==> config.mk <==
export PLATFORM = sky130hd
export DESIGN_NAME = cfgma_core
export DESIGN_NICKNAME = d
export VERILOG_FILES = /design/src/cfgma_core.v /design/src/cfgma_mem.v
export VERILOG_INCLUDE_DIRS = /design/src /design/src/inc
export SDC_FILE = /design/constraint.sdc
export NUM_CORES = 2
export LEC_CHECK = 0
export BUFFER_PORTS_ARGS = -buffer_cell sky130_fd_sc_hd__buf_2
export CORE_ASPECT_RATIO = 0.8
export CORE_MARGIN = 4
export CORE_UTILIZATION = 53
export CTS_CLUSTER_DIAMETER = 80
export DETAILED_ROUTE_END_ITERATION = 8
export GPL_ROUTABILITY_DRIVEN = 0
export HOLD_SLACK_MARGIN = 0.1
export PLACE_DENSITY_LB_ADDON = 0.1
export SYNTH_ARGS = -nofsm -noshare
export SYNTH_HDL_FRONTEND = slang
export SYNTH_HIERARCHICAL = 1
export SYNTH_SLANG_ARGS = --single-unit
==> constraint.sdc <==
create_clock -name clk_i -period 13.5 [get_ports clk_i]
set_clock_uncertainty 0.2 [all_clocks]
set_input_delay 3.375 -clock clk_i [delete_from_list [all_inputs] [get_ports clk_i]]
set_output_delay 3.375 -clock clk_i [all_outputs]
set_load 0.1 [all_outputs]
==> src/inc/cfgma_defines.vh <==
// Constants of the configuration message interpreter: tokens, bank patterns, layout.
// Assumes a byte-wide token stream with a control flag per token.
// Notes on behaviour
// - Return low byte all ones: no reply to a successful write.
// - Multi-byte fields travel most significant first.
// - Status resource id is reg<<8 OR 0x0C.
// - Status read/write moves one full word.
// - Config write: 192, return, reg16, data32, 1.
// - Config read: 193, return, reg16, 1.
// - Write reply: 3,1 success; 4,1 failure.
// - Config read reply: 3, data32, 1; else 4,1.
// - Peripheral 36/37, return, reg8, size8, data (36 only), 1.
// - Peripheral read reply: 3, size bytes, 1.
`ifndef CFGMA_DEFINES_VH
`define CFGMA_DEFINES_VH
`define CFGMA_TOK_CFG_WR 8'hc0
`define CFGMA_TOK_CFG_RD 8'hc1
`define CFGMA_TOK_PER_WR 8'h24
`define CFGMA_TOK_PER_RD 8'h25
`define CFGMA_TOK_END 8'h01
`define CFGMA_TOK_ACK 8'h03
`define CFGMA_TOK_NAK 8'h04
`define CFGMA_DEST_TILE 16'hc20c
`define CFGMA_DEST_NODE 16'hc30c
`define CFGMA_DEST_PER 8'h02
`define CFGMA_NO_REPLY 8'hff
`define CFGMA_PS_LOW 16'h000c
`define CFGMA_PS_SHIFT 8
`define CFGMA_RET_BYTES 9'h003
`define CFGMA_WORD_BYTES 9'h004
`define CFGMA_CFG_REGS 16'h0010
`define CFGMA_PER_BYTES 9'h080
`define CFGMA_PER_BASE 8'h80
`define CFGMA_NODE_BASE 2'h1
`define CFGMA_TILE_BASE 2'h0
`define CFGMA_MEM_DEPTH 256
`define CFGMA_PS_REGS 4
`endif

==> src/cfgma_core.v <==
// Configuration message interpreter: decodes access messages and sends replies.
// Assumes inputs synchronous to clk_i; rx_dest_i is stable from the leading token on.
module cfgma_core (
    input wire clk_i,
    input wire rst_n_i,
    input wire rx_valid_i,
    input wire rx_ctrl_i,
    input wire [7:0] rx_data_i,
    input wire [31:0] rx_dest_i,
    output wire rx_ready_o,
    output reg tx_valid_o,
    output reg tx_ctrl_o,
    output reg [7:0] tx_data_o,
    output reg [23:0] tx_dest_o,
    input wire tx_ready_i,
    input wire ps_valid_i,
    input wire ps_write_i,
    input wire [7:0] ps_reg_i,
    input wire [31:0] ps_wdata_i,
    output reg [15:0] ps_res_o,
    output reg [31:0] ps_rdata_o
);
`include "cfgma_defines.vh"

    localparam S_IDLE = 4'h0;
    localparam S_RET = 4'h1;
    localparam S_REG = 4'h2;
    localparam S_SIZE = 4'h3;
    localparam S_DATA = 4'h4;
    localparam S_END = 4'h5;
    localparam S_HDR = 4'h6;
    localparam S_RADDR = 4'h7;
    localparam S_RDAT = 4'h8;
    localparam S_RSEND = 4'h9;
    localparam S_TAIL = 4'ha;

    localparam OP_NONE = 2'h0;
    localparam OP_WR = 2'h1;
    localparam OP_RD = 2'h2;

    localparam BK_NONE = 2'h0;
    localparam BK_TILE = 2'h1;
    localparam BK_NODE = 2'h2;
    localparam BK_PER = 2'h3;

    reg [3:0] state;
    reg [1:0] op;
    reg [1:0] bank;
    reg [15:0] regn;
    reg [8:0] cnt;
    reg [7:0] addr;
    reg fail;
    reg [31:0] ps_regs [0:`CFGMA_PS_REGS-1];

    wire [7:0] mem_rdata;
    wire rx_tok = rx_valid_i && rx_ready_o;
    wire rx_byte = rx_tok && !rx_ctrl_i;
    wire mem_we = (state == S_DATA) && rx_byte && !fail;
    wire [15:0] next_regn = {regn[7:0], rx_data_i};

    // Bank from the channel-end destination the requester addressed.
    function [1:0] bank_of;
        input [31:0] dest;
        begin
            if (dest[15:0] == `CFGMA_DEST_TILE) begin
                bank_of = BK_TILE;
            end else if (dest[15:0] == `CFGMA_DEST_NODE) begin
                bank_of = BK_NODE;
            end else if (dest[7:0] == `CFGMA_DEST_PER) begin
                bank_of = BK_PER;
            end else begin
                bank_of = BK_NONE;
            end
        end
    endfunction

    // Byte address of the most significant byte of a tile or node word.
    function [7:0] word_addr;
        input [1:0] bk;
        input [15:0] r;
        begin
            if (bk == BK_NODE) begin
                word_addr = {`CFGMA_NODE_BASE, r[3:0], 2'b00};
            end else begin
                word_addr = {`CFGMA_TILE_BASE, r[3:0], 2'b00};
            end
        end
    endfunction

    assign rx_ready_o = (state <= S_END);

    cfgma_mem cfgma_mem_inst (
        .clk_i(clk_i),
        .we_i(mem_we),
        .waddr_i(addr),
        .wdata_i(rx_data_i),
        .raddr_i(addr),
        .rdata_o(mem_rdata)
    );

    // Processor-status access: one whole word each way.
    always @(posedge clk_i) begin
        if (!rst_n_i) begin
            ps_res_o <= 16'h0000;
            ps_rdata_o <= 32'h0000_0000;
        end else if (ps_valid_i) begin
            ps_res_o <= ({ps_reg_i, 8'h00} | `CFGMA_PS_LOW);
            if (ps_write_i) begin
                ps_regs[ps_reg_i[1:0]] <= ps_wdata_i;
            end else begin
                ps_rdata_o <= ps_regs[ps_reg_i[1:0]];
            end
        end
    end

    always @(posedge clk_i) begin
        if (!rst_n_i) begin
            state <= S_IDLE;
            op <= OP_NONE;
            bank <= BK_NONE;
            regn <= 16'h0000;
            cnt <= 9'h000;
            addr <= 8'h00;
            fail <= 1'b0;
            tx_valid_o <= 1'b0;
            tx_ctrl_o <= 1'b0;
            tx_data_o <= 8'h00;
            tx_dest_o <= 24'h000000;
        end else if (rx_tok && rx_ctrl_i && state != S_IDLE) begin
            // A control token inside a message either ends it or spoils it.
            if (rx_data_i == `CFGMA_TOK_END) begin
                if (op == OP_WR && !fail && state == S_END
                        && tx_dest_o[7:0] == `CFGMA_NO_REPLY) begin
                    state <= S_IDLE;
                end else begin
                    state <= S_HDR;
                    tx_valid_o <= 1'b1;
                    tx_ctrl_o <= 1'b1;
                    if (fail || state != S_END) begin
                        fail <= 1'b1;
                        tx_data_o <= `CFGMA_TOK_NAK;
                    end else begin
                        tx_data_o <= `CFGMA_TOK_ACK;
                    end
                end
            end else begin
                fail <= 1'b1;
            end
        end else begin
            case (state)
                S_IDLE: begin
                    if (rx_tok && rx_ctrl_i) begin
                        fail <= 1'b0;
                        cnt <= `CFGMA_RET_BYTES;
                        state <= S_RET;
                        if (rx_data_i == `CFGMA_TOK_CFG_WR) begin
                            op <= OP_WR;
                            bank <= bank_of(rx_dest_i);
                            if (bank_of(rx_dest_i) == BK_PER
                                    || bank_of(rx_dest_i) == BK_NONE) begin
                                fail <= 1'b1;
                            end
                        end else if (rx_data_i == `CFGMA_TOK_CFG_RD) begin
                            op <= OP_RD;
                            bank <= bank_of(rx_dest_i);
                            if (bank_of(rx_dest_i) == BK_PER
                                    || bank_of(rx_dest_i) == BK_NONE) begin
                                fail <= 1'b1;
                            end
                        end else if (rx_data_i == `CFGMA_TOK_PER_WR
                                || rx_data_i == `CFGMA_TOK_PER_RD) begin
                            op <= (rx_data_i == `CFGMA_TOK_PER_WR) ? OP_WR : OP_RD;
                            bank <= bank_of(rx_dest_i);
                            if (bank_of(rx_dest_i) != BK_PER) begin
                                fail <= 1'b1;
                            end
                        end else begin
                            op <= OP_NONE;
                            bank <= BK_NONE;
                            fail <= 1'b1;
                        end
                    end
                end
                S_RET: begin
                    if (rx_byte) begin
                        tx_dest_o <= {tx_dest_o[15:0], rx_data_i};
                        cnt <= cnt - 9'h001;
                        if (cnt == 9'h001) begin
                            regn <= 16'h0000;
                            if (op == OP_NONE) begin
                                state <= S_END;
                            end else begin
                                state <= S_REG;
                                cnt <= (bank == BK_PER) ? 9'h001 : 9'h002;
                            end
                        end
                    end
                end
                S_REG: begin
                    if (rx_byte) begin
                        regn <= next_regn;
                        cnt <= cnt - 9'h001;
                        if (cnt == 9'h001) begin
                            if (bank == BK_PER) begin
                                state <= S_SIZE;
                            end else begin
                                addr <= word_addr(bank, next_regn);
                                cnt <= `CFGMA_WORD_BYTES;
                                if (next_regn >= `CFGMA_CFG_REGS) begin
                                    fail <= 1'b1;
                                end
                                state <= (op == OP_WR) ? S_DATA : S_END;
                            end
                        end
                    end
                end
                S_SIZE: begin
                    if (rx_byte) begin
                        addr <= `CFGMA_PER_BASE + regn[7:0];
                        cnt <= {1'b0, rx_data_i};
                        if ({1'b0, regn[7:0]} + {1'b0, rx_data_i} > `CFGMA_PER_BYTES) begin
                            fail <= 1'b1;
                        end
                        if (op == OP_WR && rx_data_i != 8'h00) begin
                            state <= S_DATA;
                        end else begin
                            state <= S_END;
                        end
                    end
                end
                S_DATA: begin
                    if (rx_byte) begin
                        addr <= addr + 8'h01;
                        cnt <= cnt - 9'h001;
                        if (cnt == 9'h001) begin
                            state <= S_END;
                        end
                    end
                end
                S_END: begin
                    if (rx_byte) begin
                        fail <= 1'b1;
                    end
                end
                S_HDR: begin
                    if (tx_ready_i) begin
                        if (!fail && op == OP_RD && cnt != 9'h000) begin
                            tx_valid_o <= 1'b0;
                            state <= S_RADDR;
                        end else begin
                            tx_data_o <= `CFGMA_TOK_END;
                            state <= S_TAIL;
                        end
                    end
                end
                S_RADDR: begin
                    state <= S_RDAT;
                end
                S_RDAT: begin
                    tx_valid_o <= 1'b1;
                    tx_ctrl_o <= 1'b0;
                    tx_data_o <= mem_rdata;
                    state <= S_RSEND;
                end
                S_RSEND: begin
                    if (tx_ready_i) begin
                        addr <= addr + 8'h01;
                        cnt <= cnt - 9'h001;
                        if (cnt == 9'h001) begin
                            tx_ctrl_o <= 1'b1;
                            tx_data_o <= `CFGMA_TOK_END;
                            state <= S_TAIL;
                        end else begin
                            tx_valid_o <= 1'b0;
                            state <= S_RADDR;
                        end
                    end
                end
                S_TAIL: begin
                    if (tx_ready_i) begin
                        tx_valid_o <= 1'b0;
                        state <= S_IDLE;
                    end
                end
                default: begin
                    state <= S_IDLE;
                end
            endcase
        end
    end
endmodule // cfgma_core

==> src/cfgma_mem.v <==
// Byte-wide register store for the tile, node and peripheral banks.
// Assumes one write port and one read port; read data appear one clock after the address.
module cfgma_mem (
    input wire clk_i,
    input wire we_i,
    input wire [7:0] waddr_i,
    input wire [7:0] wdata_i,
    input wire [7:0] raddr_i,
    output reg [7:0] rdata_o
);
`include "cfgma_defines.vh"

    reg [7:0] mem [0:`CFGMA_MEM_DEPTH-1];

    always @(posedge clk_i) begin
        if (we_i) begin
            mem[waddr_i] <= wdata_i;
        end
        rdata_o <= mem[raddr_i];
    end
endmodule // cfgma_mem

After elaboration in Yosys (flattened, before gate mapping):

Memories as Yosys holds them, arrays and structs flattened. A register that Yosys moved wholly into a read port is not among the register bits.
Cells that the tools add are included.

* word-level logic and storage cells: 248
* flip-flop bits (word level): 78
* input port bits: 87
* RAM bits: 2176
* memories kept: 2
* output and inout bits: 83

Memories
* cfgma_mem_inst.mem: words 256, bits a word 8, rd ports 1, clocked after memory_dff 1, wr ports 1, line cfgma_mem.v:13 `` reg [7:0] mem [0:`CFGMA_MEM_DEPTH-1]; ``
* ps_regs: words 4, bits a word 32, rd ports 1, clocked after memory_dff 1, wr ports 1, line cfgma_core.v:53 `` reg [31:0] ps_regs [0:`CFGMA_PS_REGS-1]; ``

* equality and inequality tests: 61
* bitwise logic cells: 2
* reduce and logical (&&, ||, !) cells: 44
* $lt $le $gt $ge: 3
* add/subtract/negate cells: 4
* multiplexer cells: 120

Operators with widths (count)
* 8-bit 2-to-1 mux: 16
* 9-bit 2-to-1 mux: 10
* 4-bit 2-to-1 mux: 15
* 2-bit 2-to-1 mux: 29
* 3-bit != test (second input constant): 18
* 9-bit case mux with 6 select lines: 1
* 4-bit case mux with 11 select lines: 1
* 1-bit 2-to-1 mux: 37
* 16-bit == test (second input constant): 2
* 8-bit case mux with 4 select lines: 1
* 8-bit == test (second input constant): 3
* 2-bit != test (second input constant): 12
* 8-bit case mux with 3 select lines: 1
* 8-bit AND reduction: 3
* 4-bit by 3-bit == test with 1-bit output (second input constant): 4
* 8-bit by 6-bit == test with 1-bit output (second input constant): 2
* 16-bit by 5-bit >= comparator with 1-bit output (second input constant): 1
* 8-bit case mux with 2 select lines: 1
* 13-bit AND reduction: 1
* 4-bit == test (second input constant): 3
* 1-bit logical AND: 12
* 3-bit 2-to-1 mux: 4
* 4-bit nonzero test: 3
* 11-bit AND reduction: 1
* 35 further kinds: 53

Logic depth before layout (Yosys ltp):

* word-level depth: 19
* depth in mapped cells: 11
* depth with buffers taken out: 11

Modules after synthesis:

The synthesis kept the hierarchy.

Modules (own cells, without submodules)
* cfgma_mem: area an instance 79556.3 µm², cells an instance 3733, times used 1, seq. area each 61659.1 µm²
* cfgma_core: area an instance 10740.3 µm², cells an instance 948, times used 1, seq. area each 6025.8 µm²

Worst setup path before layout:

OpenSTA, ideal clock, no wires.

* kind: input -> register
* start point: input port ps_reg_i[0]
* end point: memory ps_regs[1][0] (enable)
* setup slack: 6.499 ns
* data arrival time: 6.340 ns
* cell stages on the path: 4
* setup time: 0.461 ns
* required time: 12.839 ns
* path through: clkbuf_1 buf_2 nand2_1 nor3_1

RTL lines
* start: declaration: line cfgma_core.v:18 `input wire [7:0] ps_reg_i,`
* end: declaration: line cfgma_core.v:53

No word-level cell before the write port.

Worst setup path in the final report:

* start point: input port rx_valid_i
* end point: memory cfgma_mem_inst.mem[11][7] (enable)

* word-level cells in the longest chain between the ends: 6

RTL lines
* start: declaration: line cfgma_core.v:6 `input wire rx_valid_i,`
* 1-bit logical AND: line cfgma_core.v:56 `wire rx_tok = rx_valid_i && rx_ready_o;`
* 1-bit logical AND: line cfgma_core.v:57 `wire rx_byte = rx_tok && !rx_ctrl_i;`
* 1-bit logical AND (2 in a row): line cfgma_core.v:58 `wire mem_we = (state == S_DATA) && rx_byte && !fail;`
* via mem_we: line cfgma_core.v:58
* 1-bit 2-to-1 mux: line cfgma_mem.v:16 `if (we_i) begin`
* 1-bit 2-to-1 mux (implied by the code): line cfgma_mem.v:17 `mem[waddr_i] <= wdata_i;`
* end: declaration: line cfgma_mem.v:13

The timed path passes the listed nets, and every way through them passes these cells.

==> results.md <==
* Remaining Overflow, GRT at 0
* Area share of the largest cell type after synthesis at 72.4%
* FF-to-FF Start: addr[0]
* P per Cell Area at 158 nW/µm²
* Core box area at 169,000 µm²
* IO Pins at 170
* Starting Density at 53.4%
* Most common cell after layout, fill and taps aside: edfxtp_1
* Commonest cells after routing, fill and taps aside: edfxtp_1, mux4_2, nor2_1
* Antenna-violating nets left at 0
* Largest net degree at the start of global routing at 189
* Vias/cell at 6.33
* DP HPWL at 134,000 µm
* Initial drt markers at 5,238
* CTS tree: done
* Synth Area per Inst at 19.3 µm²
* Share of layout cells above drive strength 1 at 21.7%
* Synthesized area at 90,300 µm²
* TritonRoute pass-1 iters at 6
* Final-report hold violation count at 0
* H-tree levels at 4
* Port Buffers at 147
* Worst path most repeated cell: buf_4
* Layout Nets at 4,950
* Synthesized flop and latch total at 2,293
* Via count at 46,157
* # hold bufs at CTS at 0
* Initial antenna violation count at 9
* WP buf/inv at 3
* Max cap viols at 1
* CTS Sinks at 2,293
* FF-to-FF path depth at 9
* Post-synthesis simple-gate area fraction at 4.18%
* Hold_sp: cfgma_mem_inst/rdata_o[5]
* Yosys top cell by area: edfxtp_1
* CTS Buffer Depth at 3
* Post-synthesis mux area share at 13.8%
* Worst-path fanout max at 19
* Hold/Removal Path Class: reg -> reg
* Setup violations, final at 0
* Worst Hold End: tx_data_o[5]
* Hold_ws at 0.250 ns
* Critical Path Start Type: primary input
* First-pass GRT wire length at 323,000 µm
* Vias in the first global route at 46,101
* Critical Path, Cell by Cell: buf_2, nor2b_1, nand2_1, nor4_2, buf_4, nand4_1, buf_4, nor2_1
* Max Fclk at 0.156 GHz
* Die span in y at 377 µm
* Mapped Cells at 4,681
* # DRC at 0
* Site Rows at 135
* Tcrit/Tclk final at 47.6%
* Top Family by Delay on Critical Path: simple AND/OR/NAND/NOR gates
* Routed len/inst at 30.2 µm
* Xor and xnor area share after synthesis at 0.0388%
* Min Tclk post-route at 6.42 ns
* Post-Synth Adder-Cell Area at 0.200%
* Worst path slowest cell: nand4_1
* CP endpoint kind: register
* Final Power at 15,800 µW
* Reg-to-reg setup timing slack at 7.84 ns
* Headroom to the max-slew limit at -2.28%
* Post-synth top flop: edfxtp_1
* Die area at 177,000 µm²
* Fin util at 58.9%
* CP arrival at 6.67 ns
* CTS root buffer: clkbuf_16
* VDD IR max at 0.000140 V
* Number of synthesized flops with an enable pin at 2,176
* Clk slew on worst S/H paths at 0.06 ns
* RSZ-0062 raised after global routing: false
* Tightest Pin Transition at 1.52 ns
* Layout area overhead at 10.4%
* Synth cell types at 105
* Crit-path max cell delay at 0.76 ns
* Pins over their slew limit at 2
* LEAKAGE at 0.0300 µW
* Hold path depth at 1
* Status: finished, violations left
* Worst endpoint required time at 13.75 ns
* Setup Total Neg Slack at 0 ns
* Critical path class: in -> reg
* Reg2reg end: cfgma_mem_inst/rdata_o[0]
* Post-synthesis compound-gate area fraction at 4.72%
* Drt total wl at 220,000 µm
* Num CTS Buffers at 212
* Largest family of logic cells by synthesized area: multiplexers
* Cts repair resizes at 0
* Chip width at 469 µm
* Post-CTS Setup Bufs at 0
* Failing checks: capacitance limit, slew limit
* Ranking of synthesized cells by area: edfxtp_1, mux4_2, dfxtp_1
* Ys Warns at 6
* Worst-Skew Late Latency at 0.84 ns
* Overall routing resource usage at 24.9%
* Async S/R FF share, synth at 0%
* Seq/Total Area, Yosys at 75.0%
-- Yosys cell counts, drive strengths merged, types with 5 or more instances --
cell / count
nor2: 354
a21oi: 198
inv: 17
o32ai: 11
edfxtp: 2176
nor4: 38
o22a: 5
clkbuf: 141
mux2i: 147
o221ai: 49
ha: 12
mux4: 488
buf: 155
o21ai: 35
a311oi: 5
nor3: 46
or2: 8
a2111oi: 8
nand4: 18
nand3: 47
a22o: 13
o211ai: 18
a31oi: 7
dfxtp: 117
nand2: 187
and2: 9
nor3b: 5
a211oi: 23
nor2b: 36
nand2b: 20
a221oi: 17
o22ai: 35
a22oi: 147
or3: 10
o311ai: 7
-- state kept, by name, summed over array words and instances (netlist names), 4 cells and up --
register,flops
regn,8
ps_regs,128
addr,8
cfgma_mem_inst/mem,2048
cfgma_mem_inst/rdata_o,8
state,4
cnt,9
tx_data_o,8
ps_res_o,9
tx_dest_o,24
ps_rdata_o,32
-- cell type report --
type	count	area (µm²)
tap	2260	2830
clock buffer	280	5600
fill	12492	69500
multi-input combinational	2078	20900
clock inverter	108	996
antenna	4	10.0
sequential	2293	67700
inverter	19	72.6
timing repair buffer	246	1650
-- metrics by stage --
step / setup WS, ns / cell area, µm² / instances
after global placement: 6.34 / 93100 / 6896
after floorplan: 6.50 / 90300 / 4686
after global routing: 7.00 / 99700 / 7287
after detailed placement: 6.34 / 93100 / 6896
after CTS: 7.21 / 99700 / 7284
final: 7.08 / 99700 / 7288
-- worst max-delay path by stage --
stage / start / depth (start not counted) / endpoint / slack (ns)
5_1_grt: rx_valid_i / 8 / cfgma_mem_inst/mem[11][7] / 7.00
3_5_place_dp: rx_valid_i / 8 / cfgma_mem_inst/mem[11][7] / 6.34
3_3_place_gp: rx_valid_i / 8 / cfgma_mem_inst/mem[11][7] / 6.34
6_report: rx_valid_i / 8 / cfgma_mem_inst/mem[11][7] / 7.08
2_1_floorplan: ps_reg_i[0] / 4 / ps_regs[1][0] / 6.50
4_1_cts: rx_valid_i / 8 / cfgma_mem_inst/mem[11][5] / 7.21
-- power by group --
part	leakage (µW)	internal, µW	total [µW]	switching [µW]
Sequential	0.0205	7830	7920	85.0
Clock	0.00321	3190	5770	2590
Combinational	0.00633	656	2060	1410
-- logic make-up after synthesis --
| group | Yosys count |
|---|---|
| DFF | 2293 |
| and+or+nand+nor | 809 |
| muxes | 636 |
| AOI/OAI and AO/OA | 609 |
| buffers and inverters | 315 |
| adders and majority gates | 14 |
| xor gates and xnor gates | 4 |
| other | 1 |
-- per-layer routing --
metal | share of wire [%] | vias up | routed length (µm) | global-route usage, %
met5 | 0.026 | - | 57 | 0
met4 | 2.3 | 10 | 4960 | 6.15
met3 | 8.1 | 294 | 17900 | 5.24
met2 | 47 | 1788 | 102000 | 37.7
met1 | 43 | 24479 | 94900 | 37.5
li1 | - | 19586 | - | -
No activity file was read; power rests on OpenSTA's default activity.
